## src/hdl/rcr_params.svh

```systemverilog
// Constants for the reset cause capture and debug forced reset block.
// Assumes inclusion by bare name from the package and the design modules.
`ifndef RCR_PARAMS_SVH
`define RCR_PARAMS_SVH

// Clock period and reset pulse timing
`define RCR_CLK_NS 40
`define RCR_HOLD_NS 400
`define RCR_HOLD_CYC ((`RCR_HOLD_NS + `RCR_CLK_NS - 1) / `RCR_CLK_NS)

// Register offsets on the local register port
`define RCR_OFF_STATUS 8'h00
`define RCR_OFF_FORCE 8'h01

// Field positions in the cause register
`define RCR_BIT_POR 7
`define RCR_BIT_PIN 6
`define RCR_BIT_WDOG 5
`define RCR_BIT_ILLEGAL_OPCODE_FLAG 4
`define RCR_BIT_ILLEGAL_ADDRESS_FLAG 3
`define RCR_BIT_LVD 1
`define RCR_BIT_FORCE 0

// Values
`define RCR_POR_FLAGS 8'h82
`define RCR_ZERO_BYTE 8'h00

`endif

```

## src/hdl/rcr_pkg.sv

```systemverilog
// Types shared by the reset cause block.
// Assumes the constants header sits beside it.
`include "rcr_params.svh"

package rcr_pkg;
    typedef logic [7:0] byte_t;          // One register byte
    typedef enum {
        ST_RUN,                           // Normal operation
        ST_HOLD                           // Chip reset asserted
    } seq_state_e;
endpackage

```

## src/hdl/rcr_cause_if.sv

```systemverilog
// Carrier between the sequencer and the cause flag store.
// Assumes both ends share sys_clk.
interface rcr_cause_if;
    import rcr_pkg::*;
    logic clear_all;       // Forced reset: wipe every flag
    logic capture_lvd;     // Low-voltage reset entry
    logic capture_any;     // Other reset entry
    logic pin_src;         // Reset pin active at entry
    logic wdog_src;        // Watchdog timeout at entry
    logic illegal_opcode_flag_src;        // Illegal opcode at entry
    logic illegal_address_flag_src;        // Illegal address at entry
    byte_t flags;          // Stored cause flags
    modport seq (output clear_all, capture_lvd, capture_any, pin_src, wdog_src,
        illegal_opcode_flag_src, illegal_address_flag_src, input flags);
    modport store (input clear_all, capture_lvd, capture_any, pin_src, wdog_src,
        illegal_opcode_flag_src, illegal_address_flag_src, output flags);
endinterface

```

## src/hdl/rcr_cause_store.sv

```systemverilog
// Holds the reset cause flags and updates them only at reset entry.
// Assumes capture strobes are one-cycle pulses from the sequencer.
`include "rcr_params.svh"

module rcr_cause_store
    import rcr_pkg::*;
(
    input wire logic sys_clk,
    input wire logic reset,
    rcr_cause_if.store cause
);
    byte_t flags_reg;   // Stored flags
    byte_t flags_next;  // Next flags

    ////////////////////////////////////////////////////////////////////////////
    // Next flag value: only the three entry strobes can change it
    always_comb begin
        flags_next = flags_reg;
        if (cause.clear_all) begin
            flags_next = `RCR_ZERO_BYTE;
        end else if (cause.capture_lvd) begin
            // Power-on flag kept, low-voltage set, rest cleared
            flags_next = `RCR_ZERO_BYTE;
            flags_next[`RCR_BIT_POR] = flags_reg[`RCR_BIT_POR];
            flags_next[`RCR_BIT_LVD] = 1'b1;
        end else if (cause.capture_any) begin
            // Each source flag follows its source at entry
            flags_next = `RCR_ZERO_BYTE;
            flags_next[`RCR_BIT_PIN] = cause.pin_src;
            flags_next[`RCR_BIT_WDOG] = cause.wdog_src;
            flags_next[`RCR_BIT_ILLEGAL_OPCODE_FLAG] = cause.illegal_opcode_flag_src;
            flags_next[`RCR_BIT_ILLEGAL_ADDRESS_FLAG] = cause.illegal_address_flag_src;
        end
    end

    // Register; the block's own reset is the power-on event
    always_ff @(posedge sys_clk) begin
        if (reset) begin
            flags_reg <= `RCR_POR_FLAGS;
        end else begin
            flags_reg <= flags_next;
        end
    end

    assign cause.flags = flags_reg;

    ////////////////////////////////////////////////////////////////////////////
    // Checks
    a_flags_hold: assert property (@(posedge sys_clk) disable iff (reset)
        !(cause.clear_all || cause.capture_lvd || cause.capture_any)
        |=> $stable(flags_reg))
        else $error("cause flags changed outside reset entry");
    a_lvd_keeps_por: assert property (@(posedge sys_clk) disable iff (reset)
        cause.capture_lvd && !cause.clear_all
        |=> flags_reg[`RCR_BIT_LVD] && flags_reg[`RCR_BIT_POR] == $past(flags_reg[`RCR_BIT_POR]))
        else $error("low-voltage entry flags wrong");
    a_other_clears: assert property (@(posedge sys_clk) disable iff (reset)
        cause.capture_any && !cause.capture_lvd && !cause.clear_all
        |=> !flags_reg[`RCR_BIT_POR] && !flags_reg[`RCR_BIT_LVD]
            && flags_reg[`RCR_BIT_WDOG] == $past(cause.wdog_src))
        else $error("other reset entry flags wrong");
endmodule

```

## src/hdl/rcr_top.sv

```systemverilog
// Reset cause capture and debug forced reset sequencer.
// Assumes sources arrive from logic on sys_clk except the two pins.
`include "rcr_params.svh"

module rcr_top
    import rcr_pkg::*;
(
    input wire logic sys_clk,
    input wire logic reset,
    input wire logic reg_wr_en,
    input wire logic reg_rd_en,
    input wire logic reg_wr_debug,
    input wire logic [7:0] reg_addr,
    input wire rcr_pkg::byte_t reg_wr_data,
    output logic [7:0] reg_rd_data,
    input wire logic reset_pin_n,
    input wire logic low_voltage_trip,
    input wire logic low_voltage_reset_enable,
    input wire logic watchdog_timeout,
    input wire logic watchdog_enable,
    input wire logic illegal_opcode_exec,
    input wire logic stop_exec,
    input wire logic stop_enable,
    input wire logic background_entry_instruction,
    input wire logic background_mode_enable,
    input wire logic illegal_address_access,
    input wire logic background_mode_select_pin,
    output logic system_reset,
    output logic watchdog_restart,
    output logic debug_halt_mode
);
    import rcr_pkg::*;

    // Address match, shared by read and write decode
    function automatic logic addr_hit(input logic [7:0] addr, input logic [7:0] off);
        addr_hit = (addr == off);
    endfunction

    ////////////////////////////////////////////////////////////////////////////
    // Pin synchronisers: bit 0 reset pin, bit 1 mode pin
    logic [1:0] pin_meta_reg;  // First stage, read only by the second
    logic [1:0] pin_sync_reg;  // Second stage, safe to use
    logic [1:0] pin_raw;
    assign pin_raw = {background_mode_select_pin, reset_pin_n};

    genvar gi;
    generate
        for (gi = 0; gi < 2; gi++) begin : g_sync
            // Pins idle high, so reset to the inactive level
            always_ff @(posedge sys_clk) begin
                if (reset) begin
                    pin_meta_reg[gi] <= 1'b1;
                    pin_sync_reg[gi] <= 1'b1;
                end else begin
                    pin_meta_reg[gi] <= pin_raw[gi];
                    pin_sync_reg[gi] <= pin_meta_reg[gi];
                end
            end
        end
    endgenerate

    ////////////////////////////////////////////////////////////////////////////
    // Source decode
    logic pin_now;    // Reset pin held low
    logic wdog_now;   // Watchdog timeout while enabled
    logic illegal_opcode_flag_now;   // Any illegal opcode form
    logic lvd_now;    // Low-voltage trip with reset enabled
    logic force_now;  // Debug write of one to the forced reset bit
    logic any_now;    // Any non-forced source except low voltage

    assign pin_now = ~pin_sync_reg[0];
    assign wdog_now = watchdog_timeout & watchdog_enable;
    // Stop and background entry count as illegal when disabled
    assign illegal_opcode_flag_now = illegal_opcode_exec | (stop_exec & ~stop_enable)
        | (background_entry_instruction & ~background_mode_enable);
    assign lvd_now = low_voltage_trip & low_voltage_reset_enable;
    // User program writes are dropped here, not merely masked later
    assign force_now = reg_wr_en & reg_wr_debug & addr_hit(reg_addr, `RCR_OFF_FORCE)
        & reg_wr_data[`RCR_BIT_FORCE];
    assign any_now = pin_now | wdog_now | illegal_opcode_flag_now | illegal_address_access;

    ////////////////////////////////////////////////////////////////////////////
    // Cause store
    rcr_cause_if cause ();

    rcr_cause_store u_store (
        .sys_clk(sys_clk),
        .reset(reset),
        .cause(cause)
    );

    ////////////////////////////////////////////////////////////////////////////
    // Reset sequencer
    seq_state_e state_reg;     // Run or hold
    seq_state_e state_next;
    logic [7:0] hold_cnt_reg;  // Remaining reset pulse cycles
    logic [7:0] hold_cnt_next;
    logic forced_reg;          // Current reset came from the debug host
    logic forced_next;
    logic debug_mode_reg;      // Debug halt mode selected
    logic debug_mode_next;

    // Next state; forced reset outranks low-voltage, which outranks the rest
    always_comb begin
        state_next = state_reg;
        hold_cnt_next = hold_cnt_reg;
        forced_next = forced_reg;
        debug_mode_next = debug_mode_reg;
        cause.clear_all = 1'b0;
        cause.capture_lvd = 1'b0;
        cause.capture_any = 1'b0;
        case (state_reg)
            ST_RUN: begin
                if (force_now || lvd_now || any_now) begin
                    state_next = ST_HOLD;
                    hold_cnt_next = 8'(`RCR_HOLD_CYC - 1);
                    forced_next = force_now;
                    cause.clear_all = force_now;
                    cause.capture_lvd = !force_now && lvd_now;
                    cause.capture_any = !force_now && !lvd_now;
                end
            end
            ST_HOLD: begin
                if (hold_cnt_reg != 8'h00) begin
                    hold_cnt_next = hold_cnt_reg - 8'h01;
                end else if (!lvd_now && !pin_now) begin
                    // Stay held while supply is low or the pin is still low
                    state_next = ST_RUN;
                    if (forced_reg) begin
                        debug_mode_next = ~pin_sync_reg[1];
                    end
                    forced_next = 1'b0;
                end
            end
            default: begin
                state_next = ST_RUN;
            end
        endcase
    end

    always_ff @(posedge sys_clk) begin
        if (reset) begin
            state_reg <= ST_RUN;
            hold_cnt_reg <= 8'h00;
            forced_reg <= 1'b0;
            debug_mode_reg <= 1'b0;
        end else begin
            state_reg <= state_next;
            hold_cnt_reg <= hold_cnt_next;
            forced_reg <= forced_next;
            debug_mode_reg <= debug_mode_next;
        end
    end

    // Source levels sampled at entry; the store only uses them on capture
    assign cause.pin_src = pin_now;
    assign cause.wdog_src = wdog_now;
    assign cause.illegal_opcode_flag_src = illegal_opcode_flag_now;
    assign cause.illegal_address_flag_src = illegal_address_access;

    ////////////////////////////////////////////////////////////////////////////
    // Register port: reads answer one cycle later from a register
    logic [7:0] rd_data_reg;
    logic [7:0] rd_data_next;
    logic wd_restart_reg;
    logic wd_restart_next;

    always_comb begin
        rd_data_next = `RCR_ZERO_BYTE;
        if (reg_rd_en && addr_hit(reg_addr, `RCR_OFF_STATUS)) begin
            rd_data_next = cause.flags;
        end
        // Data value is irrelevant; the write never reaches the flags
        wd_restart_next = reg_wr_en && addr_hit(reg_addr, `RCR_OFF_STATUS)
            && (state_reg == ST_RUN);
    end

    always_ff @(posedge sys_clk) begin
        if (reset) begin
            rd_data_reg <= `RCR_ZERO_BYTE;
            wd_restart_reg <= 1'b0;
        end else begin
            rd_data_reg <= rd_data_next;
            wd_restart_reg <= wd_restart_next;
        end
    end

    assign reg_rd_data = rd_data_reg;
    assign watchdog_restart = wd_restart_reg;
    assign system_reset = (state_reg == ST_HOLD);
    assign debug_halt_mode = debug_mode_reg;

    ////////////////////////////////////////////////////////////////////////////
    // Checks
    a_force_reads_zero: assert property (@(posedge sys_clk) disable iff (reset)
        reg_rd_en && addr_hit(reg_addr, `RCR_OFF_FORCE) |=> reg_rd_data == `RCR_ZERO_BYTE)
        else $error("forced reset register read not zero");
    a_write_restarts_wd: assert property (@(posedge sys_clk) disable iff (reset)
        reg_wr_en && addr_hit(reg_addr, `RCR_OFF_STATUS) && !system_reset
        |=> watchdog_restart)
        else $error("status write did not restart watchdog");
    a_write_keeps_flags: assert property (@(posedge sys_clk) disable iff (reset)
        reg_wr_en && addr_hit(reg_addr, `RCR_OFF_STATUS) && !system_reset && !force_now
        && !lvd_now && !any_now |=> $stable(cause.flags))
        else $error("status write altered flags");
    // Helper for the pulse length check: edges at which the chip reset has stood
    logic [7:0] hold_seen_reg;
    logic [7:0] hold_seen_next;

    // Count while the chip reset stands, restart from zero once it drops
    always_comb begin
        hold_seen_next = 8'h00;
        if (system_reset) begin
            // Saturate so a long pin or supply hold cannot wrap the count
            hold_seen_next = (hold_seen_reg == 8'hff) ? hold_seen_reg : hold_seen_reg + 8'h01;
        end
    end

    always_ff @(posedge sys_clk) begin
        if (reset) begin
            hold_seen_reg <= 8'h00;
        end else begin
            hold_seen_reg <= hold_seen_next;
        end
    end

    a_force_resets: assert property (@(posedge sys_clk) disable iff (reset)
        force_now && !system_reset |=> system_reset)
        else $error("forced reset did not start");
    a_hold_length: assert property (@(posedge sys_clk) disable iff (reset)
        $fell(system_reset) |-> hold_seen_reg >= 8'(`RCR_HOLD_CYC))
        else $error("chip reset pulse too short");
    a_force_clears: assert property (@(posedge sys_clk) disable iff (reset)
        force_now && !system_reset |=> cause.flags == `RCR_ZERO_BYTE)
        else $error("forced reset left flags set");
    a_user_write_ignored: assert property (@(posedge sys_clk) disable iff (reset)
        reg_wr_en && !reg_wr_debug && !lvd_now && !any_now && !system_reset
        |=> !system_reset)
        else $error("user write forced a reset");
    a_pin_flag: assert property (@(posedge sys_clk) disable iff (reset)
        !system_reset && pin_now && !force_now && !lvd_now |=> cause.flags[`RCR_BIT_PIN])
        else $error("pin reset flag not set");
    a_stop_illegal: assert property (@(posedge sys_clk) disable iff (reset)
        !system_reset && stop_exec && !stop_enable && !force_now && !lvd_now
        |=> system_reset && cause.flags[`RCR_BIT_ILLEGAL_OPCODE_FLAG])
        else $error("disabled stop did not reset");
    a_background_entry_instruction_illegal: assert property (@(posedge sys_clk) disable iff (reset)
        !system_reset && background_entry_instruction && !background_mode_enable
        && !force_now && !lvd_now |=> cause.flags[`RCR_BIT_ILLEGAL_OPCODE_FLAG])
        else $error("disabled background entry not illegal");
    a_mode_select: assert property (@(posedge sys_clk) disable iff (reset)
        system_reset && forced_reg && state_next == ST_RUN
        |=> debug_halt_mode == $past(~pin_sync_reg[1]))
        else $error("mode pin not applied after forced reset");

    c_forced_reset: cover property (@(posedge sys_clk) force_now && !system_reset);
    c_lvd_reset: cover property (@(posedge sys_clk) lvd_now && !system_reset);
    c_debug_entry: cover property (@(posedge sys_clk) $rose(debug_halt_mode));
    c_wd_restart: cover property (@(posedge sys_clk) watchdog_restart);
endmodule

```

## config.mk

```make
export PLATFORM = sky130hd
export DESIGN_NAME = rcr_top
export DESIGN_NICKNAME = d
export VERILOG_FILES = /design/src/hdl/rcr_pkg.sv /design/src/hdl/rcr_cause_if.sv /design/src/hdl/rcr_cause_store.sv /design/src/hdl/rcr_top.sv
export VERILOG_INCLUDE_DIRS = /design/src /design/src/hdl
export SDC_FILE = /design/constraint.sdc
export NUM_CORES = 1
export LEC_CHECK = 0
export BUFFER_PORTS_ARGS = -buffer_cell sky130_fd_sc_hd__buf_2
export CAP_MARGIN = 20
export CORE_UTILIZATION = 53
export DETAILED_ROUTE_END_ITERATION = 10
export PLACE_DENSITY = 0.93
export SETUP_SLACK_MARGIN = 0.05
export SYNTH_ARGS = -nofsm -noshare
export SYNTH_HDL_FRONTEND = slang
export SYNTH_HIERARCHICAL = 1
export SYNTH_SLANG_ARGS = --single-unit
```

## constraint.sdc

```tcl
create_clock -name sys_clk -period 4.24 [get_ports sys_clk]
set_clock_uncertainty 0.15 [all_clocks]
set_input_delay 0.212 -clock sys_clk [delete_from_list [all_inputs] [get_ports sys_clk]]
set_output_delay 0.212 -clock sys_clk [all_outputs]
set_load 0.005 [all_outputs]
```

==> results of run 1 <==
==> Yosys cell counts (2+ instances only) <==
library cell,count,area (sq um)
nor4_1,3,18.8
o32a_1,3,30.0
and2_1,9,56.3
or3_1,2,12.5
nand4_1,6,37.5
or2_2,5,31.3
inv_1,8,30.0
nor2_1,11,41.3
nor3_1,6,30.0
o21ai_0,4,20.0
nand2_1,12,45.0
nor3b_1,3,22.5
buf_4,2,15.0
buf_2,2,10.0
ha_1,2,25.0
a31o_1,2,17.5
clkbuf_1,2,7.51
mux2i_1,5,50.1
nor2b_1,3,18.8
o211a_1,2,20.0
o32ai_1,3,26.3
nand3_1,2,10.0
dfxtp_1,30,601
==> worst max path at each step <==
| stage | to | slack, ns | depth (start not counted) |
|---|---|---|---|
| 2_1_floorplan | u_store/cause.flags[1] | 2.32 | 5 |
| 3_3_place_gp | u_store/cause.flags[6] | 2.09 | 6 |
| 3_5_place_dp | u_store/cause.flags[5] | 2.07 | 6 |
| 4_1_cts | debug_halt_mode | 2.11 | 6 |
| 5_1_grt | debug_halt_mode | 1.97 | 6 |
| 6_report | forced_reg | 2.10 | 6 |
==> area by class of cell <==
cell class,count,share of cell area [%]
Multi-Input combinational cell,105,41.7
Inverter,9,2.03
Clock buffer,8,4.73
Sequential cell,30,36.0
Tap cell,30,2.25
Timing Repair Buffer,40,13.2
==> per-layer routing <==
| layer | vias to the layer above | track usage [%] |
|---|---|---|
| met5 | - | 0 |
| met3 | 13 | 9.28 |
| met4 | 0 | 14.0 |
| li1 | 620 | - |
| met2 | 53 | 44.1 |
| met1 | 572 | 24.7 |
==> kinds of logic after synthesis <==
group / count (synthesis) / share of synthesized area, %
adder cells (fa/ha/maj): 2 / 1.83
flip-flops: 30 / 44.0
other: 1 / 0.275
AND/OR/NAND/NOR: 71 / 29.5
multiplexers: 5 / 3.67
buffers and inverters: 16 / 5.23
AO/OA/AOI/OAI: 24 / 14.9
XOR/XNOR: 1 / 0.642
==> timing repair <==
item,4_1_cts,5_1_grt
gates resized for setup,0,0
hold endpoints to repair,4,0
hold buffers,4,0
==> worst register-to-register path: stages (launching register included) <==
cell,delay [ns]
dfxtp_1,0.38
inv_1,0.12
ha_1,0.18
or4b_1,0.57
or2_0,0.28
o21ai_0,0.22
a221oi_1,0.11
==> metrics by stage <==
step / std cells / instance area [sq um]
detailed placement: 210 / 1550
global placement: 210 / 1550
floorplan: 151 / 1370
finish: 222 / 1670
global route: 222 / 1670
CTS: 222 / 1670
==> power by group through the flow <==
stage / Sequential (W) / Combinational [W] / Clock (W)
floorplan: 0.000319 / 0.000111 / 0
global placement: 0.000324 / 0.000130 / 0
detailed placement: 0.000327 / 0.000139 / 0
CTS: 0.000320 / 0.000143 / 0.000214
global route: 0.000324 / 0.000160 / 0.000228
finish: 0.000321 / 0.000145 / 0.000213
==> results_dict.tcl, run 1 <==
set metrics [dict create \
    io_buffers 36 \
    drt_iter0_drc 39 \
    hold_ws_ns 0.00705 \
    top_layer_used "met4" \
    grt_overflow 0 \
    grt_max_degree 15 \
    slew_viol_final 0 \
    dp_hpwl_um 2160 \
    fp-row-count 18 \
    power_frac_comb_pct 21.4 \
    wl_met2_um 1580 \
    fmax_mhz 467 \
    ys_seq_area_share_pct 44.0 \
    wl_met3_um 207 \
    crit_path_start_kind "register" \
    power.switching_w 0.000197 \
    htreeDepth 2 \
    end_kind "register" \
    hold_depth 4 \
    vias_per_cell 5.67 \
    synth-seq-cells 30 \
    post_drt_wl_per_cell_um 13.5 \
    crit_fanout 7 \
    max_cap_violations 0 \
    yosys_warnings 6 \
    drive_gt1_share_pct 29.7 \
    area_delta_synth_final_pct 22.2 \
    rsz0062_at_grt "no" \
    drc_errors 0 \
    die_x_um 52.7 \
    fp.coreArea_sq_mm 0.00245 \
    fin_nets 226 \
    tns_ns 0 \
    finalCriticalPeriod_ns 2.14 \
    hold_viol_final 0 \
    initial_core_util_pct 55.6 \
    diodes 0 \
    synthCells 150 \
    crit_path_max_incr_delay_ns 0.57 \
    power_w 0.000679 \
    avgSynthCellArea_sq_um 9.09 \
    post-cts-setup-buffers 0 \
    fin_ws_ns 2.10 \
    nFillCells 206 \
    crit-reg2reg-capture "forced_reg" \
    path_clk_slew_ns 0.09 \
    swShare_pct 29.1 \
    worstRegToRegCells 6 \
    hp-class "in2reg" \
    final_common_cell "buf_2" \
    grtUsageTotal_pct 24.9 \
    crit_arrival_ns 2.20 \
    multiInputGateArea_sq_um 696 \
    regArea_sq_um 601 \
    p_seq_share_pct 47.3 \
    via_count 1258 \
    cts.path.max_buffers 2 \
    clk_latency_ns 0.34 \
    setup_viol_count_final 0 \
    clkPwrFrac_pct 31.3 \
    worst-path-buf-inv 1 \
    critical_path_required_ns 4.30 \
    grt_antenna_before_repair 0 \
    intPower_w 0.000482 \
    min_from "reg_addr[0]" \
    cp_slowest_cell "or4b_1" \
    synthArstFlopShare_pct 0 \
    wl_um 3000 \
    crit_family "simple AND/OR/NAND/NOR gates" \
    synth_edf_count 0 \
    clkSinkCount 30 \
    startpoint "hold_cnt_reg[0]" \
    cts_buffers 5 \
    hold-path-endpoint "watchdog_restart" \
    dp_slack_ns 2.07 \
    grt_first_pass_wirelength_um 4910 \
    dr.pass1.iters 5 \
    status "finished, final reports clean" \
    wl_met1_um 1130 \
    ys.flop_type "dfxtp_1" \
    gp_congestion 0.929 \
    cellLeakagePower_nw 0.745 \
    die_h_um 52.7 \
    final_util_pct 67.9 \
    rr_startpoint "hold_cnt_reg[0]" \
    period_share_pct 50.5 \
    final_cell_mix "buf_2, dfxtp_1, nand2_1, nor2_1, and2_1" \
    synth_area_sq_mm 0.00136 \
    ant_nets 0 \
    path_class "reg2reg" \
    ir_drop_uv 333 \
    dieArea_sq_mm 0.00278 \
    synth_cell_types 46 \
    path_cells "inv_1 -> ha_1 -> or4b_1 -> or2_0 -> o21ai_0 -> a221oi_1" \
    num_io_pins 44 \
    r2r_slack_ns 2.10 \
    cts_tree "built" \
    root_buffer "clkbuf_4" \
    powerDensity_mw_per_mm2 408 \
    grt_pass1_vias 1200 \
]
Power figures use the tool's default switching activity.
==> run 2: changes to the inputs <==
ABC_AREA = 1   (was not set)
CORE_UTILIZATION = 46   (was 53)
PLACE_DENSITY = 0.85   (was 0.93)
clock period = 1.9 ns   (was 4.24 ns; I/O delays follow)
==> results_dict.tcl, run 2 <==
set metrics [dict create \
    grt_pass1_vias 1240 \
    synthTopCellsByCount "nor2_1, nand2_1, inv_1, dfxtp_1, nand3_1" \
    fin_nets 314 \
    clkSinkCount 30 \
    yosysTopAreaCellShare_pct 38.4 \
    place_inst 308 \
    drc_errors 0 \
    grt_overflow 0 \
    hold_depth 3 \
    powerDensity_mw_per_mm2 851 \
    cts_buffers 5 \
    die_x_um 60.3 \
    dr.pass1.iters 4 \
    synth_area_sq_mm 0.00156 \
    drive_gt1_share_pct 27.5 \
    hold_viol_final 0 \
    grt_first_pass_wirelength_um 4820 \
    gp_congestion 0.775 \
    wl_met1_um 1330 \
    path_cells "dlygate4sd3_1 -> buf_2 -> clkinv_1 -> buf_4 -> nand3_1 -> nor2_1 -> dlygate4sd3_1" \
    max_cap_violations 0 \
    area_delta_synth_final_pct 23.2 \
    final_cell_mix "nor2_1, nand2_1, inv_1, buf_2, dfxtp_1" \
    dieArea_sq_mm 0.00364 \
    cp_common_cell "dlygate4sd3_1" \
    status "finished, final reports clean" \
    hp-class "in2reg" \
    cellLeakagePower_nw 1.02 \
    fmax_mhz 569 \
    crit_fanout 10 \
    htreeDepth 2 \
    cp_slowest_cell "dlygate4sd3_1" \
    fp-row-count 20 \
    synth_area_leaders "dfxtp_1, nor2_1, nand2_1" \
    synth-seq-cells 30 \
    ys_seq_area_share_pct 38.4 \
    worst-path-buf-inv 5 \
    vias_per_cell 4.42 \
    grt_max_degree 13 \
    via_count 1431 \
    crit_path_start_kind "primary input" \
    setup_viol_count_final 0 \
    slew_viol_final 0 \
    root_buffer "clkbuf_4" \
    finalCriticalPeriod_ns 1.76 \
    yosys_warnings 6 \
    ant_nets 0 \
    io_buffers 36 \
    min_from "reg_rd_en" \
    num_io_pins 44 \
    synth_cell_types 25 \
    critical_path_required_ns 1.97 \
    crit_family "buffers and inverters" \
    period_share_pct 92.5 \
    synth.most_common_cell "nor2_1" \
    regArea_sq_um 601 \
    ir_drop_uv 498 \
    clk_latency_ns 0.32 \
    synthArstFlopShare_pct 0 \
    crit-reg2reg-capture "hold_cnt_reg[7]" \
    cts.path.max_buffers 2 \
    grtUsageTotal_pct 18.0 \
    ys.flop_type "dfxtp_1" \
    initial_core_util_pct 50.0 \
    end_kind "register" \
    synth_edf_count 0 \
    die_h_um 60.3 \
    yosysTopAreaCell "dfxtp_1" \
    wl_met2_um 1390 \
    crit_arrival_ns 1.83 \
    fp.coreArea_sq_mm 0.00313 \
    rsz0062_at_grt "no" \
    placed_area_sq_mm 0.00178 \
    post_drt_wl_per_cell_um 9.21 \
    crit_path_max_incr_delay_ns 0.53 \
    wl_um 2980 \
    finalInstanceArea_sq_mm 0.00193 \
    hold_ws_ns 0.0617 \
    rr_startpoint "hold_cnt_reg[0]" \
    final_cells 324 \
    worstRegToRegCells 9 \
    dp_hpwl_um 2230 \
    final_common_cell "nor2_1" \
    path_class "in2reg" \
    top_layer_used "met4" \
    hold-path-endpoint "reg_rd_data[7]" \
    synthCells 229 \
    cts_tree "built" \
    avgSynthCellArea_sq_um 6.83 \
    diodes 0 \
    multiInputGateArea_sq_um 748 \
    r2r_slack_ns 0.27 \
    drt_iter0_drc 54 \
    grt_antenna_before_repair 0 \
    tns_ns 0 \
    wl_met3_um 226 \
    path_clk_slew_ns 0.10 \
    nFillCells 290 \
]
==> run 2: worst max path at each step <==
stage,slack (ns),cells past startpoint,start,endpoint
6_report,0.14,7,reset,watchdog_restart
2_1_floorplan,0.41,9,hold_cnt_reg[0],hold_cnt_reg[7]
3_5_place_dp,0.30,9,hold_cnt_reg[0],hold_cnt_reg[2]
5_1_grt,0.08,7,reset,watchdog_restart
3_3_place_gp,0.33,9,hold_cnt_reg[0],hold_cnt_reg[2]
4_1_cts,0.14,7,reset,watchdog_restart
==> run 2: metrics by stage <==
stage	setup WS (ns)	util, %	power [W]
floorplan	0.406	-	0.00115
global placement	0.328	57.0	0.00122
detailed placement	0.299	57.0	0.00123
CTS	0.143	61.6	0.00165
global route	0.0752	61.6	0.00175
finish	0.143	61.6	0.00164
==> run 2: kinds of logic (layout without fill, tap and decap cells) <==
logic type | Yosys count | after routing | share of synthesized area (%)
AO/OA/AOI/OAI | 13 | 13 | 4.16
XOR/XNOR | 1 | 1 | 0.560
adder cells (fa/ha/maj) | 2 | 2 | 1.60
buffers and inverters | 51 | 101 | 14.0
flip-flops | 30 | 30 | 38.4
other | 1 | 2 | 0.240
AND/OR/NAND/NOR | 131 | 131 | 41.0
==> run 2: where the power goes <==
part | leakage [nW] | switching (W) | total, W | internal (W)
clock network | 0.0343 | 0.000224 | 0.000402 | 0.000178
registers | 0.246 | 0.0000478 | 0.000733 | 0.000685
logic | 0.742 | 0.000295 | 0.000505 | 0.000210
==> run 2: tightest hold or removal path, cell delays in order <==
cell and delay [ns]:
buf_2 0.10, nand3b_1 0.24, nor2_1 0.06
==> run 2: what timing repair did <==
action	CTS	global route
gates resized for setup	0	0
buffers inserted	0	0
hold buffers	8	0
hold endpoints to repair	12	0
==> run 2: final cells by class <==
type	instances	area share [%]
flip-flops and latches	30	31.2
well taps	44	2.86
clock buffers	6	2.66
multi-input cells	149	38.8
repair buffers	48	15.1
inverters	45	8.77
clock inverters	2	0.649
==> run 2: routing by layer <==
layer,vias up,GRT usage [%]
met5,-,0
met4,0,5.98
met3,5,6.49
met2,49,32.7
met1,609,19.2
li1,768,-
